**src/design/cpsu_pkg.sv**
```systemverilog
// constants for the cpu status, program counter and return stack unit
// assumes one 10 MHz core clock and a plain file-register port
package cpsu_pkg;

    // register offsets on the file-register port
    localparam logic [7:0] ADDR_OPTION = 8'h81;
    localparam logic [7:0] ADDR_PCL    = 8'h82;
    localparam logic [7:0] ADDR_STATUS = 8'h83;
    localparam logic [7:0] ADDR_COUNTER_LATCH_REG = 8'h8A;
    localparam logic [7:0] ADDR_INTERRUPT_CONTROL_REG = 8'h8B;
    localparam logic [7:0] ADDR_PIE    = 8'h8C;
    localparam logic [7:0] ADDR_PIR    = 8'h0C;
    localparam logic [7:0] ADDR_RESET_CAUSE_REG   = 8'h8E;

    // alu_flags_and_bank_select fields
    localparam int ST_IRP = 7;
    localparam int ST_RP1 = 6;
    localparam int ST_RP0 = 5;
    localparam int ST_TO  = 4;
    localparam int ST_PD  = 3;
    localparam int ST_Z   = 2;
    localparam int ST_DC  = 1;
    localparam int ST_C   = 0;

    // interrupt_control_reg fields
    localparam int IC_GIE  = 7;
    localparam int IC_PERIPHERAL_INTERRUPT_ENABLE = 6;
    localparam int IC_TOIE = 5;
    localparam int IC_TIMER_OVERFLOW_FLAG = 2;

    // reset_cause_reg fields
    localparam int PC_POR = 1;
    localparam int PC_LVD = 0;

    // reset values
    localparam logic [7:0]  STATUS_RST = 8'h18;
    localparam logic [7:0]  OPTION_RST = 8'hFF;
    localparam logic [7:0]  INTERRUPT_CONTROL_REG_RST = 8'h00;
    localparam logic [7:0]  PIE_RST    = 8'h00;
    localparam logic [7:0]  PIR_RST    = 8'h00;
    localparam logic [1:0]  RESET_CAUSE_REG_RST   = 2'h0;
    localparam logic [4:0]  LATCH_RST  = 5'h00;
    localparam logic [12:0] PC_RST     = 13'h0000;
    localparam logic [12:0] INT_VECTOR = 13'h0004;

    // counter and stack shape
    localparam int PC_W      = 13;
    localparam int STK_DEPTH = 8;
    localparam int PAGE_BIT  = 3;

    typedef enum logic [3:0] {
        ALU_ADD, ALU_SUB, ALU_AND, ALU_IOR, ALU_XOR,
        ALU_CLR, ALU_RLF, ALU_RRF, ALU_MOV, ALU_SWAP
    } cpsu_alu_op_t;

endpackage

```
**src/design/cpsu_core.sv**
```systemverilog
// cpu status register, interrupt flags, reset cause, program counter and return stack
// assumes instruction decode outside drives one-cycle strobes on SYS_CLK
// Function
// - flag-affecting op blocks data write to flags
// - clear of status clears bank bits, sets zero
// - bank bit zero selects upper data bank
// - timeout flag set by clear/sleep, cleared on expiry
// - power-down flag set by clear, cleared by sleep
// - zero flag follows zero result
// - digit carry from bit three, borrow inverted
// - carry from top bit, not-borrow on subtract
// - rotates load carry with bit shifted out
// - timer overflow flag sets regardless of enables
// - peripheral flags set regardless of enables
// - peripheral enables need peripheral master enable
// - power-on cause flag cleared by reset or by software write
// - low voltage clears software-set voltage flag
// - thirteen-bit counter, only low byte accessible
// - counter reloads take upper bits from latch
// - call/goto page from latch bit three, ignore four
// - eight deep thirteen-bit hidden return stack
// - push on call/interrupt, pop on returns
// - stack wraps circularly, no overflow status
//
// Chosen here: the strobed register port.
`timescale 1ns/1ps

module cpsu_core #(
    parameter int DEPTH = cpsu_pkg::STK_DEPTH
) (
    // clock and reset
    input  wire logic                   SYS_CLK,
    input  wire logic                   RSTN,
    // file-register port
    input  wire logic [7:0]             ADDR,
    input  wire logic [7:0]             WDATA,
    input  wire logic                   WR,
    input  wire logic                   RD,
    output logic      [7:0]             RDATA,
    // alu operation
    input  wire logic                   ALU_EN,
    input  wire cpsu_pkg::cpsu_alu_op_t ALU_OP,
    input  wire logic [7:0]             ALU_A,
    input  wire logic [7:0]             ALU_B,
    input  wire logic                   ALU_TO_STATUS,
    output logic      [7:0]             ALU_RESULT,
    // direct addressing
    input  wire logic [6:0]             DIR_FIELD,
    output logic      [7:0]             DIR_ADDR,
    // power and watchdog events
    input  wire logic                   WDT_CLR,
    input  wire logic                   SLEEP,
    input  wire logic                   WDT_TIMEOUT,
    input  wire logic                   LV_DETECT,
    // interrupt sources and request
    input  wire logic                   TMR_OVF,
    input  wire logic [7:0]             PERIPH_EVT,
    output logic                        INT_REQ,
    // program flow
    input  wire logic                   STEP,
    input  wire logic                   CALL,
    input  wire logic                   GOTO,
    input  wire logic [10:0]            TARGET,
    input  wire logic                   RET,
    input  wire logic                   INT_ACK,
    output logic      [12:0]            PC
);

    typedef struct packed {
        logic [7:0]             status;
        logic [7:0]             option;
        logic [7:0]             interrupt_control_reg;
        logic [7:0]             pie;
        logic [7:0]             pir;
        logic [1:0]             reset_cause_reg;
        logic [4:0]             latch;
        logic [12:0]            pc;
        logic [DEPTH-1:0][12:0] stack;
        logic [2:0]             sp;
        logic [7:0]             result;
        logic [7:0]             rdata;
        logic [2:0]             lv_sync;
    } cpsu_state_t;

    localparam cpsu_state_t ST_RST = '{
        status:  cpsu_pkg::STATUS_RST,
        option:  cpsu_pkg::OPTION_RST,
        interrupt_control_reg:  cpsu_pkg::INTERRUPT_CONTROL_REG_RST,
        pie:     cpsu_pkg::PIE_RST,
        pir:     cpsu_pkg::PIR_RST,
        reset_cause_reg:    cpsu_pkg::RESET_CAUSE_REG_RST,
        latch:   cpsu_pkg::LATCH_RST,
        pc:      cpsu_pkg::PC_RST,
        default: '0
    };

    cpsu_state_t q;
    cpsu_state_t d;

    // result bits 10:8 are carry, digit carry, zero; 7:0 the data
    function automatic logic [10:0] alu_eval(input cpsu_pkg::cpsu_alu_op_t op,
                                             input logic [7:0] a,
                                             input logic [7:0] b,
                                             input logic cin);
        logic [8:0] sum;
        logic [4:0] nib;
        logic [7:0] res;
        logic       c;
        logic       dc;
        sum = 9'h000;
        nib = 5'h00;
        res = 8'h00;
        c   = cin;
        dc  = 1'b0;
        unique case (op)
            cpsu_pkg::ALU_ADD: begin
                sum = {1'b0, a} + {1'b0, b};
                nib = {1'b0, a[3:0]} + {1'b0, b[3:0]};
            end
            cpsu_pkg::ALU_SUB: begin
                sum = {1'b0, a} + {1'b0, ~b} + 9'h001;
                nib = {1'b0, a[3:0]} + {1'b0, ~b[3:0]} + 5'h01;
            end
            default: begin
                sum = 9'h000;
                nib = 5'h00;
            end
        endcase
        unique case (op)
            cpsu_pkg::ALU_ADD,
            cpsu_pkg::ALU_SUB: begin
                res = sum[7:0];
                c   = sum[8];
                dc  = nib[4];
            end
            cpsu_pkg::ALU_AND:  res = a & b;
            cpsu_pkg::ALU_IOR:  res = a | b;
            cpsu_pkg::ALU_XOR:  res = a ^ b;
            cpsu_pkg::ALU_CLR:  res = 8'h00;
            cpsu_pkg::ALU_RLF: begin
                res = {a[6:0], cin};
                c   = a[7];
            end
            cpsu_pkg::ALU_RRF: begin
                res = {cin, a[7:1]};
                c   = a[0];
            end
            cpsu_pkg::ALU_MOV:  res = b;
            cpsu_pkg::ALU_SWAP: res = {a[3:0], a[7:4]};
        endcase
        return {c, dc, (res == 8'h00), res};
    endfunction

    // which of carry, digit carry, zero an op updates
    function automatic logic [2:0] alu_mask(input cpsu_pkg::cpsu_alu_op_t op);
        unique case (op)
            cpsu_pkg::ALU_ADD,
            cpsu_pkg::ALU_SUB:  return 3'h7;
            cpsu_pkg::ALU_AND,
            cpsu_pkg::ALU_IOR,
            cpsu_pkg::ALU_XOR,
            cpsu_pkg::ALU_CLR:  return 3'h1;
            cpsu_pkg::ALU_RLF,
            cpsu_pkg::ALU_RRF:  return 3'h4;
            default:            return 3'h0;
        endcase
    endfunction

    logic [10:0] alu_r;
    logic [2:0]  alu_m;
    logic        lv_low;

    assign alu_r  = alu_eval(ALU_OP, ALU_A, ALU_B, q.status[cpsu_pkg::ST_C]);
    assign alu_m  = alu_mask(ALU_OP);
    // second and third sync stages agree on a low-voltage level
    assign lv_low = q.lv_sync[1] & q.lv_sync[2];

    always_comb begin
        d = q;
        d.rdata   = 8'h00;
        d.lv_sync = {q.lv_sync[1:0], LV_DETECT};

        // software writes
        if (WR) begin
            unique case (ADDR)
                cpsu_pkg::ADDR_STATUS: begin
                    d.status[7:5] = WDATA[7:5];
                    d.status[2:0] = WDATA[2:0];
                end
                cpsu_pkg::ADDR_OPTION: d.option = WDATA;
                cpsu_pkg::ADDR_INTERRUPT_CONTROL_REG: d.interrupt_control_reg = WDATA;
                cpsu_pkg::ADDR_PIE:    d.pie    = WDATA;
                cpsu_pkg::ADDR_PIR:    d.pir    = WDATA;
                cpsu_pkg::ADDR_RESET_CAUSE_REG:   d.reset_cause_reg   = WDATA[1:0];
                cpsu_pkg::ADDR_COUNTER_LATCH_REG: d.latch  = WDATA[4:0];
                cpsu_pkg::ADDR_PCL:    d.pc     = {1'b0, q.latch[3:0], WDATA};
                default: ;
            endcase
        end

        // software reads, data one cycle later
        if (RD) begin
            unique case (ADDR)
                cpsu_pkg::ADDR_STATUS: d.rdata = q.status;
                cpsu_pkg::ADDR_OPTION: d.rdata = q.option;
                cpsu_pkg::ADDR_INTERRUPT_CONTROL_REG: d.rdata = q.interrupt_control_reg;
                cpsu_pkg::ADDR_PIE:    d.rdata = q.pie;
                cpsu_pkg::ADDR_PIR:    d.rdata = q.pir;
                cpsu_pkg::ADDR_RESET_CAUSE_REG:   d.rdata = {6'h00, q.reset_cause_reg};
                cpsu_pkg::ADDR_COUNTER_LATCH_REG: d.rdata = {3'h0, q.latch};
                cpsu_pkg::ADDR_PCL:    d.rdata = q.pc[7:0];
                default:               d.rdata = 8'h00;
            endcase
        end

        // alu result, optionally into status
        if (ALU_EN) begin
            d.result = alu_r[7:0];
            if (ALU_TO_STATUS) begin
                d.status[7:5] = alu_r[7:5];
                if (alu_m == 3'h0) begin
                    d.status[2:0] = alu_r[2:0];
                end
            end
            if (alu_m[2]) begin
                d.status[cpsu_pkg::ST_C] = alu_r[10];
            end
            if (alu_m[1]) begin
                d.status[cpsu_pkg::ST_DC] = alu_r[9];
            end
            if (alu_m[0]) begin
                d.status[cpsu_pkg::ST_Z] = alu_r[8];
            end
        end

        // power and watchdog flags
        if (WDT_CLR) begin
            d.status[cpsu_pkg::ST_TO] = 1'b1;
            d.status[cpsu_pkg::ST_PD] = 1'b1;
        end
        if (SLEEP) begin
            d.status[cpsu_pkg::ST_TO] = 1'b1;
            d.status[cpsu_pkg::ST_PD] = 1'b0;
        end
        if (WDT_TIMEOUT) begin
            d.status[cpsu_pkg::ST_TO] = 1'b0;
        end

        // hardware events win over software writes
        if (TMR_OVF) begin
            d.interrupt_control_reg[cpsu_pkg::IC_TIMER_OVERFLOW_FLAG] = 1'b1;
        end
        d.pir = d.pir | PERIPH_EVT;
        if (lv_low) begin
            d.reset_cause_reg[cpsu_pkg::PC_LVD] = 1'b0;
        end

        // program counter and stack
        if (INT_ACK) begin
            d.stack[q.sp] = q.pc;
            d.sp          = q.sp + 3'h1;
            d.pc          = cpsu_pkg::INT_VECTOR;
        end else if (CALL) begin
            d.stack[q.sp] = q.pc + 13'h0001;
            d.sp          = q.sp + 3'h1;
            d.pc          = {1'b0, q.latch[cpsu_pkg::PAGE_BIT], TARGET};
        end else if (GOTO) begin
            d.pc = {1'b0, q.latch[cpsu_pkg::PAGE_BIT], TARGET};
        end else if (RET) begin
            d.sp = q.sp - 3'h1;
            d.pc = q.stack[q.sp - 3'h1];
        end else if (STEP && !(WR && ADDR == cpsu_pkg::ADDR_PCL)) begin
            d.pc = q.pc + 13'h0001;
        end
    end

    always_ff @(posedge SYS_CLK or negedge RSTN) begin
        if (!RSTN) begin
            q <= ST_RST;
        end else begin
            q <= d;
        end
    end

    assign RDATA      = q.rdata;
    assign ALU_RESULT = q.result;
    assign PC         = q.pc;
    assign DIR_ADDR   = {q.status[cpsu_pkg::ST_RP0], DIR_FIELD};
    assign INT_REQ    = q.interrupt_control_reg[cpsu_pkg::IC_GIE] &
                        ((q.interrupt_control_reg[cpsu_pkg::IC_TOIE] & q.interrupt_control_reg[cpsu_pkg::IC_TIMER_OVERFLOW_FLAG]) |
                         (q.interrupt_control_reg[cpsu_pkg::IC_PERIPHERAL_INTERRUPT_ENABLE] & (|(q.pie & q.pir))));
endmodule

```
**config.mk**
```make
export PLATFORM = sky130hd
export DESIGN_NAME = cpsu_core
export DESIGN_NICKNAME = d
export VERILOG_FILES = /design/src/design/cpsu_pkg.sv /design/src/design/cpsu_core.sv
export SDC_FILE = /design/constraint.sdc
export NUM_CORES = 1
export LEC_CHECK = 0
export BUFFER_PORTS_ARGS = -buffer_cell sky130_fd_sc_hd__buf_4
export CORE_UTILIZATION = 54
export CTS_BUF_LIST = sky130_fd_sc_hd__clkbuf_2
export CTS_CLUSTER_DIAMETER = 50
export DETAILED_ROUTE_END_ITERATION = 6
export GPL_TIMING_DRIVEN = 0
export MAX_ROUTING_LAYER = met4
export PLACE_DENSITY_LB_ADDON = 0.12
export SETUP_SLACK_MARGIN = 0.1
export SLEW_MARGIN = 5
export SYNTH_ARGS = -nofsm -noshare
export SYNTH_HDL_FRONTEND = slang
export SYNTH_SLANG_ARGS = --single-unit
```
**constraint.sdc**
```tcl
create_clock -name SYS_CLK -period 2.5 [get_ports SYS_CLK]
set_clock_uncertainty 0.2 [all_clocks]
set_input_delay 0.25 -clock SYS_CLK [delete_from_list [all_inputs] [get_ports SYS_CLK]]
set_output_delay 0.25 -clock SYS_CLK [all_outputs]
set_load 0.01 [all_outputs]
```
======== After elaboration in Yosys (flattened, before gate mapping) ========
Memory sizes are Yosys's and may differ from the RTL's.
Index checks and enable logic that the tools add are counted.
cells by class
  add/subtract/negate cells ............... 9
  magnitude comparators ................... 3
  equal/unequal tests ..................... 19
  multiplexer cells ....................... 47
  bitwise logic cells ..................... 12
  reduce and logical (&&, ||, !) cells .... 28
operators by type and width
  cell                   number
  $bwmux 104             2
  $mux 120               1
  $mux 104               1
  $mux 13                7
  $pmux 8 s9             1
  $pmux 8 s8             1
  $eq 8x8->1 const B     7
  $mux 55                1
  $mux 8                 5
  $bmux 13 s3            1
  $demux 13 s3           1
  $mux 3                 12
  $add 8x8->9            2
  $pmux 9 s2             1
  $reduce_and 2->1       9
  $and 8x8->8            2
  $eq 4x3->1 const B     4
  $or 8x8->8             2
  $add 13x1->13 const B  1
  $reduce_bool 2->1      6
  $reduce_bool 6->1      2
  $add 4x4->5            2
  $pmux 5 s2             1
  $add 9x1->9 const B    1
  other kinds (28)       45
storage, ports and cells
  bits in registers ....................... 186
  memory bits (read-only) ................. 24
  input bits .............................. 78
  output and inout port bits .............. 38
  logic and storage cells ................. 144
  memories ................................ 1
memories
  name             depth  width  read ports  clocked after memory_dff  wr ports  line              text
  (no name shown)  8      3      1           0                         0         cpsu_core.sv:156  unique case (op)

======== Logic depth before layout (Yosys ltp) ========
  depth after elaboration ................. 9
  mapped depth ............................ 11
  gate-level depth less buffers ........... 11

======== Worst setup path before layout ========
Ideal clock, no wire load.
  path type ............................... flip-flop to flip-flop
  start point ............................. register q[19] (netlist bit)
  end point ............................... register q (netlist bit PC[0])
  setup time .............................. 0.094 ns
  data arrival time ....................... 2.407 ns
  data required time ...................... 2.206 ns
  slack ................................... -0.201 ns
  stages on the path, launching flop included .. 11
  path buffers ............................ 3
  cell sequence ........................... dfrtp_1 buf_2 inv_1 ha_1 buf_2 clkbuf_1 mux4_2 nand2_1 a311oi_1 a21oi_1 a211oi_1
on the way
  longest elaborated chain between the ends .. 7
ends and longest elaborated chain
  what                           line              text
  from (decl)                    cpsu_core.sv:97   cpsu_state_t q;
  from (signal assigned)         cpsu_core.sv:279  q <= ST_RST;
  from (signal assigned)         cpsu_core.sv:281  q <= d;
  $sub 3x1->3                    cpsu_core.sv:271  d.pc = q.stack[q.sp - 3'h1];
  $bmux 13 s3                    cpsu_core.sv:271
  $mux 13 (implied by the code)  cpsu_core.sv:271
  $mux 13                        cpsu_core.sv:269  end else if (RET) begin
  $mux 13                        cpsu_core.sv:267  end else if (GOTO) begin
  $mux 13                        cpsu_core.sv:263  end else if (CALL) begin
  $mux 120                       cpsu_core.sv:259  if (INT_ACK) begin
Every way passes these cells. The select of a mux whose other input is x is not followed.
A chain may end at the register's enable or synchronous reset.

======== Worst setup path in the final report ========
  start point ............................. register q[150] (netlist bit)
  end point ............................... output INT_REQ
on the way
  longest elaborated chain between the ends .. 5
ends and longest elaborated chain
  what             line              text
  $and 8x8->8      cpsu_core.sv:291  (q.interrupt_control_reg[cpsu_pkg::IC_PERIPHERAL_INTERRUPT_ENABLE] & (|(q.pie & q.pir))));
  $reduce_or 8->1  cpsu_core.sv:291
  $and 1x1->1      cpsu_core.sv:291
  $or 1x1->1       cpsu_core.sv:290  ((q.interrupt_control_reg[cpsu_pkg::IC_TOIE] & q.interrupt_control_reg[cpsu_pkg::IC_TIMER_OVERFLOW_FLAG]) |
  $and 1x1->1      cpsu_core.sv:289  assign INT_REQ = q.interrupt_control_reg[cpsu_pkg::IC_GIE] &
  to (decl)        cpsu_core.sv:58   output logic INT_REQ,
Every way passes these cells.

==> results.sh <==
export IMPL_ir_drop_uv=503.1
export IMPL_wl_per_cell_um=20.72
export IMPL_fillers=1439
export IMPL_dpl_cell_area_mm2=0.01216
export IMPL_setup_ws_ns=-0.03416
export IMPL_fin_tns_setup_ns=-0.03416
export IMPL_cts_buffer_depth=2
export IMPL_wirelength_mm=34.51
export IMPL_cts_root_buffer="clkbuf_2"
export IMPL_hp_class="input port to flip-flop"
export IMPL_clk_pin_slew_worst_paths_ns=0.34
export IMPL_synth_area_mux_share_pct=12.84
export IMPL_coreArea_mm2=0.01972
export IMPL_synth_compound_area_share_pct=17.43
export IMPL_multiInputGateArea_mm2=0.005846
export IMPL_track_usage_pct=34.46
export IMPL_seqCellArea_mm2=0.004674
export IMPL_area_delta_synth_final_pct=27.87
export IMPL_synth_top_area_cell="dfrtp_1"
export IMPL_antenna_found_initial=1
export IMPL_syn_avg_cell_area_um2=9.688
export IMPL_grt_pass1_vias=9924
export IMPL_final_hold_violation_count=0
export IMPL_synth_top_cell_area_share_pct=40.05
export IMPL_grt_pass1_wl_mm=52.82
export IMPL_num_rows=51
export IMPL_crit_path_end_kind="output pin"
export IMPL_synth_edff_count=0
export IMPL_numCtsBuffers=17
export IMPL_crit_fanout=2
export IMPL_synthXorXnorAreaFrac_pct=2.697
export IMPL_period_minus_slack_ns=2.534
export IMPL_async_reset_ff_share_pct=100.0
export IMPL_portBuffers=103
export IMPL_htree_num_levels=4
export IMPL_synth_fa_ha_area_share_pct=3.664
export IMPL_drt_initial_drc_count=927
export IMPL_grt_overflow=0
export IMPL_placed_cells=1504
export IMPL_syn_inst=1135
export IMPL_ios=116
export IMPL_mostFrequentLayoutCells="dfrtp_1 (170), buf_4 (158), nor2_1 (116), dlygate4sd3_1 (110), nand2_1 (101)"
export IMPL_synth_simple_area_share_pct=14.10
export IMPL_synth_area_mm2=0.01100
export IMPL_cp_arrival_ns=2.08
export IMPL_synth_seq_area_share_pct=42.44
export IMPL_yosysWarningCount=0
export IMPL_layout_commonest_cell="dfrtp_1"
export IMPL_drc=1
export IMPL_viasPerCell=6.137
export IMPL_synth_top_family_by_area="compound AO/OA/AOI/OAI gates"
export IMPL_yosys_most_used_dff="dfrtp_1"
export IMPL_crit_type="flip-flop to output pin"
export IMPL_num_nets_final=1496
export IMPL_violations="design-rule violations, negative setup slack"
export IMPL_vias=10230
export IMPL_power_total_mw=11.69
export IMPL_max_clock_freq_ghz=0.3946
export IMPL_drive_gt1_share_pct=26.71
export IMPL_slew_viol_final=0
export IMPL_leakagePower_nw=6.166
export IMPL_dieWidth_um=144.7
export IMPL_ys_types=69
export IMPL_grt_max_degree=119
export IMPL_start_kind="flip-flop"
export IMPL_firstDrtPassIters=7
export IMPL_gp_congestion=0.9678
export IMPL_power_density_mw_per_mm2=831.5
export IMPL_rsz0062_at_grt="yes"
export IMPL_period_share_pct=101.4
export IMPL_hpwl_mm=22.22
export IMPL_final_cell_count_no_fill=1666
export IMPL_clock_latency_ns=0.81
export IMPL_ys_seq_elements=186
export IMPL_drv_cap=0
export IMPL_outcome="finished with violations"
export IMPL_die_h_um=144.7
export IMPL_start_util_pct=55.76
export IMPL_cp_required_ns=2.05
export IMPL_fp_dieArea_mm2=0.02094
export IMPL_worst_pin_slew_ns=0.8937
export IMPL_yosys_top_cells_area="dfrtp_1 (40%), mux4_2 (7.0%), a21oi_1 (4.4%), nor2_1 (4.1%), nand2_1 (3.7%)"
export IMPL_cts_tree="yes"
export IMPL_final_area_mm2=0.01406
export IMPL_cts_num_sinks=186
export IMPL_syn_nets=1244
export IMPL_setup_violations=1
export IMPL_relSlewSlack_pct=39.99
export IMPL_ant_nets=0
kinds of logic (layout without fill, tap and decap cells):
group           count (synthesis)  after routing
other cells                     0              1
compound gates                301            301
xor+xnor                       30             30
simple gates                  341            341
fa+ha+maj                      31             31
buf+inv                       152            417
flops                         186            186
mux                            94             94
Yosys cell counts, types with 24 or more instances:
cell / n
a21oi_1: 97
a22oi_1: 27
buf_4: 38
clkbuf_1: 43
dfrtp_1: 176
ha_1: 29
inv_1: 44
mux2_2: 36
mux2i_1: 24
mux4_2: 34
nand2_1: 109
nand3_1: 26
nor2_1: 119
o21ai_0: 72
area by class of cell:
| cell class | instances | share of cell area, % |
|---|---|---|
| timing repair buffer | 234 | 14.84 |
| sequential | 186 | 33.25 |
| inverter | 46 | 1.344 |
| multi-input combinational | 797 | 41.58 |
| tap | 265 | 2.358 |
| clock inverter | 15 | 1.468 |
| clock buffer | 17 | 0.6051 |
| buffer | 105 | 4.539 |
| antenna | 1 | 0.01780 |
power by group:
part	internal [mW]	leakage, nW	switching (mW)
logic	2.59	3.75	2.92
clock network	0.395	0.166	1.30
registers	3.93	2.25	0.548
total	6.92	6.17	4.77
stage by stage:
| stage | setup slack, ns | utilization [%] | hold WS, ns |
|---|---|---|---|
| floorplan | 0.1156 | - | -0.2456 |
| global placement | -0.6584 | 61.50 | 0.1346 |
| detailed placement | -0.7132 | 61.67 | 0.03959 |
| CTS | -0.01775 | 70.11 | 0.006999 |
| global route | -0.1527 | 71.31 | 0.01587 |
| finish | -0.03416 | 71.31 | 0.03683 |
state kept, by name, indices dropped and copies added, names as in the netlist:
name / flops
d: 2
PC: 13
RDATA: 8
q: 154
DIR_ADDR: 1
ALU_RESULT: 8
final timing paths:
path	slack [ns]	cells after the start	startpoint	endpoint
min in group asynchronous	0.34	3	RSTN	q[172]$_DFFE_PN1P_
max in group asynchronous	1.09	4	RSTN	q[20]$_DFFE_PN0P_
hold / removal	0.04	5	ALU_A[5]	ALU_RESULT[1]$_DFFE_PN0P_
setup / recovery	-0.03	5	q[150]$_DFF_PN0_	INT_REQ
setup reg to reg	0.06	10	q[19]$_DFFE_PN0P_	PC[3]$_DFFE_PN0P_
hold reg to reg	0.21	0	d[1]$_DFF_PN0_	d[2]$_DFF_PN0_
metal layers:
layer	wire, um	up-vias	share of wire [%]	track usage, %
met5	0	-	0	-
met4	941	0	2.7	13.13
met3	3012	88	8.7	6.449
met2	16320	589	47	52.51
met1	14240	5007	41	45.95
li1	-	4541	-	-
critical path, stage by stage, from the launching register on:
cell and delay [ns]:
dfrtp_1 0.50, a22oi_2 0.21, nand4_1 0.16, a22oi_2 0.16, nor2b_1 0.10, buf_4 0.15
repair_timing:
item | in CTS | in global routing
gates resized for setup | 40 | 55
hold endpoints to repair | 268 | 5
setup endpoints to repair | 75 | 112
setup buffers | 13 | 6
pin swaps | 8 | 10
hold buffers | 109 | 3
Power figures use the tool's default switching activity.
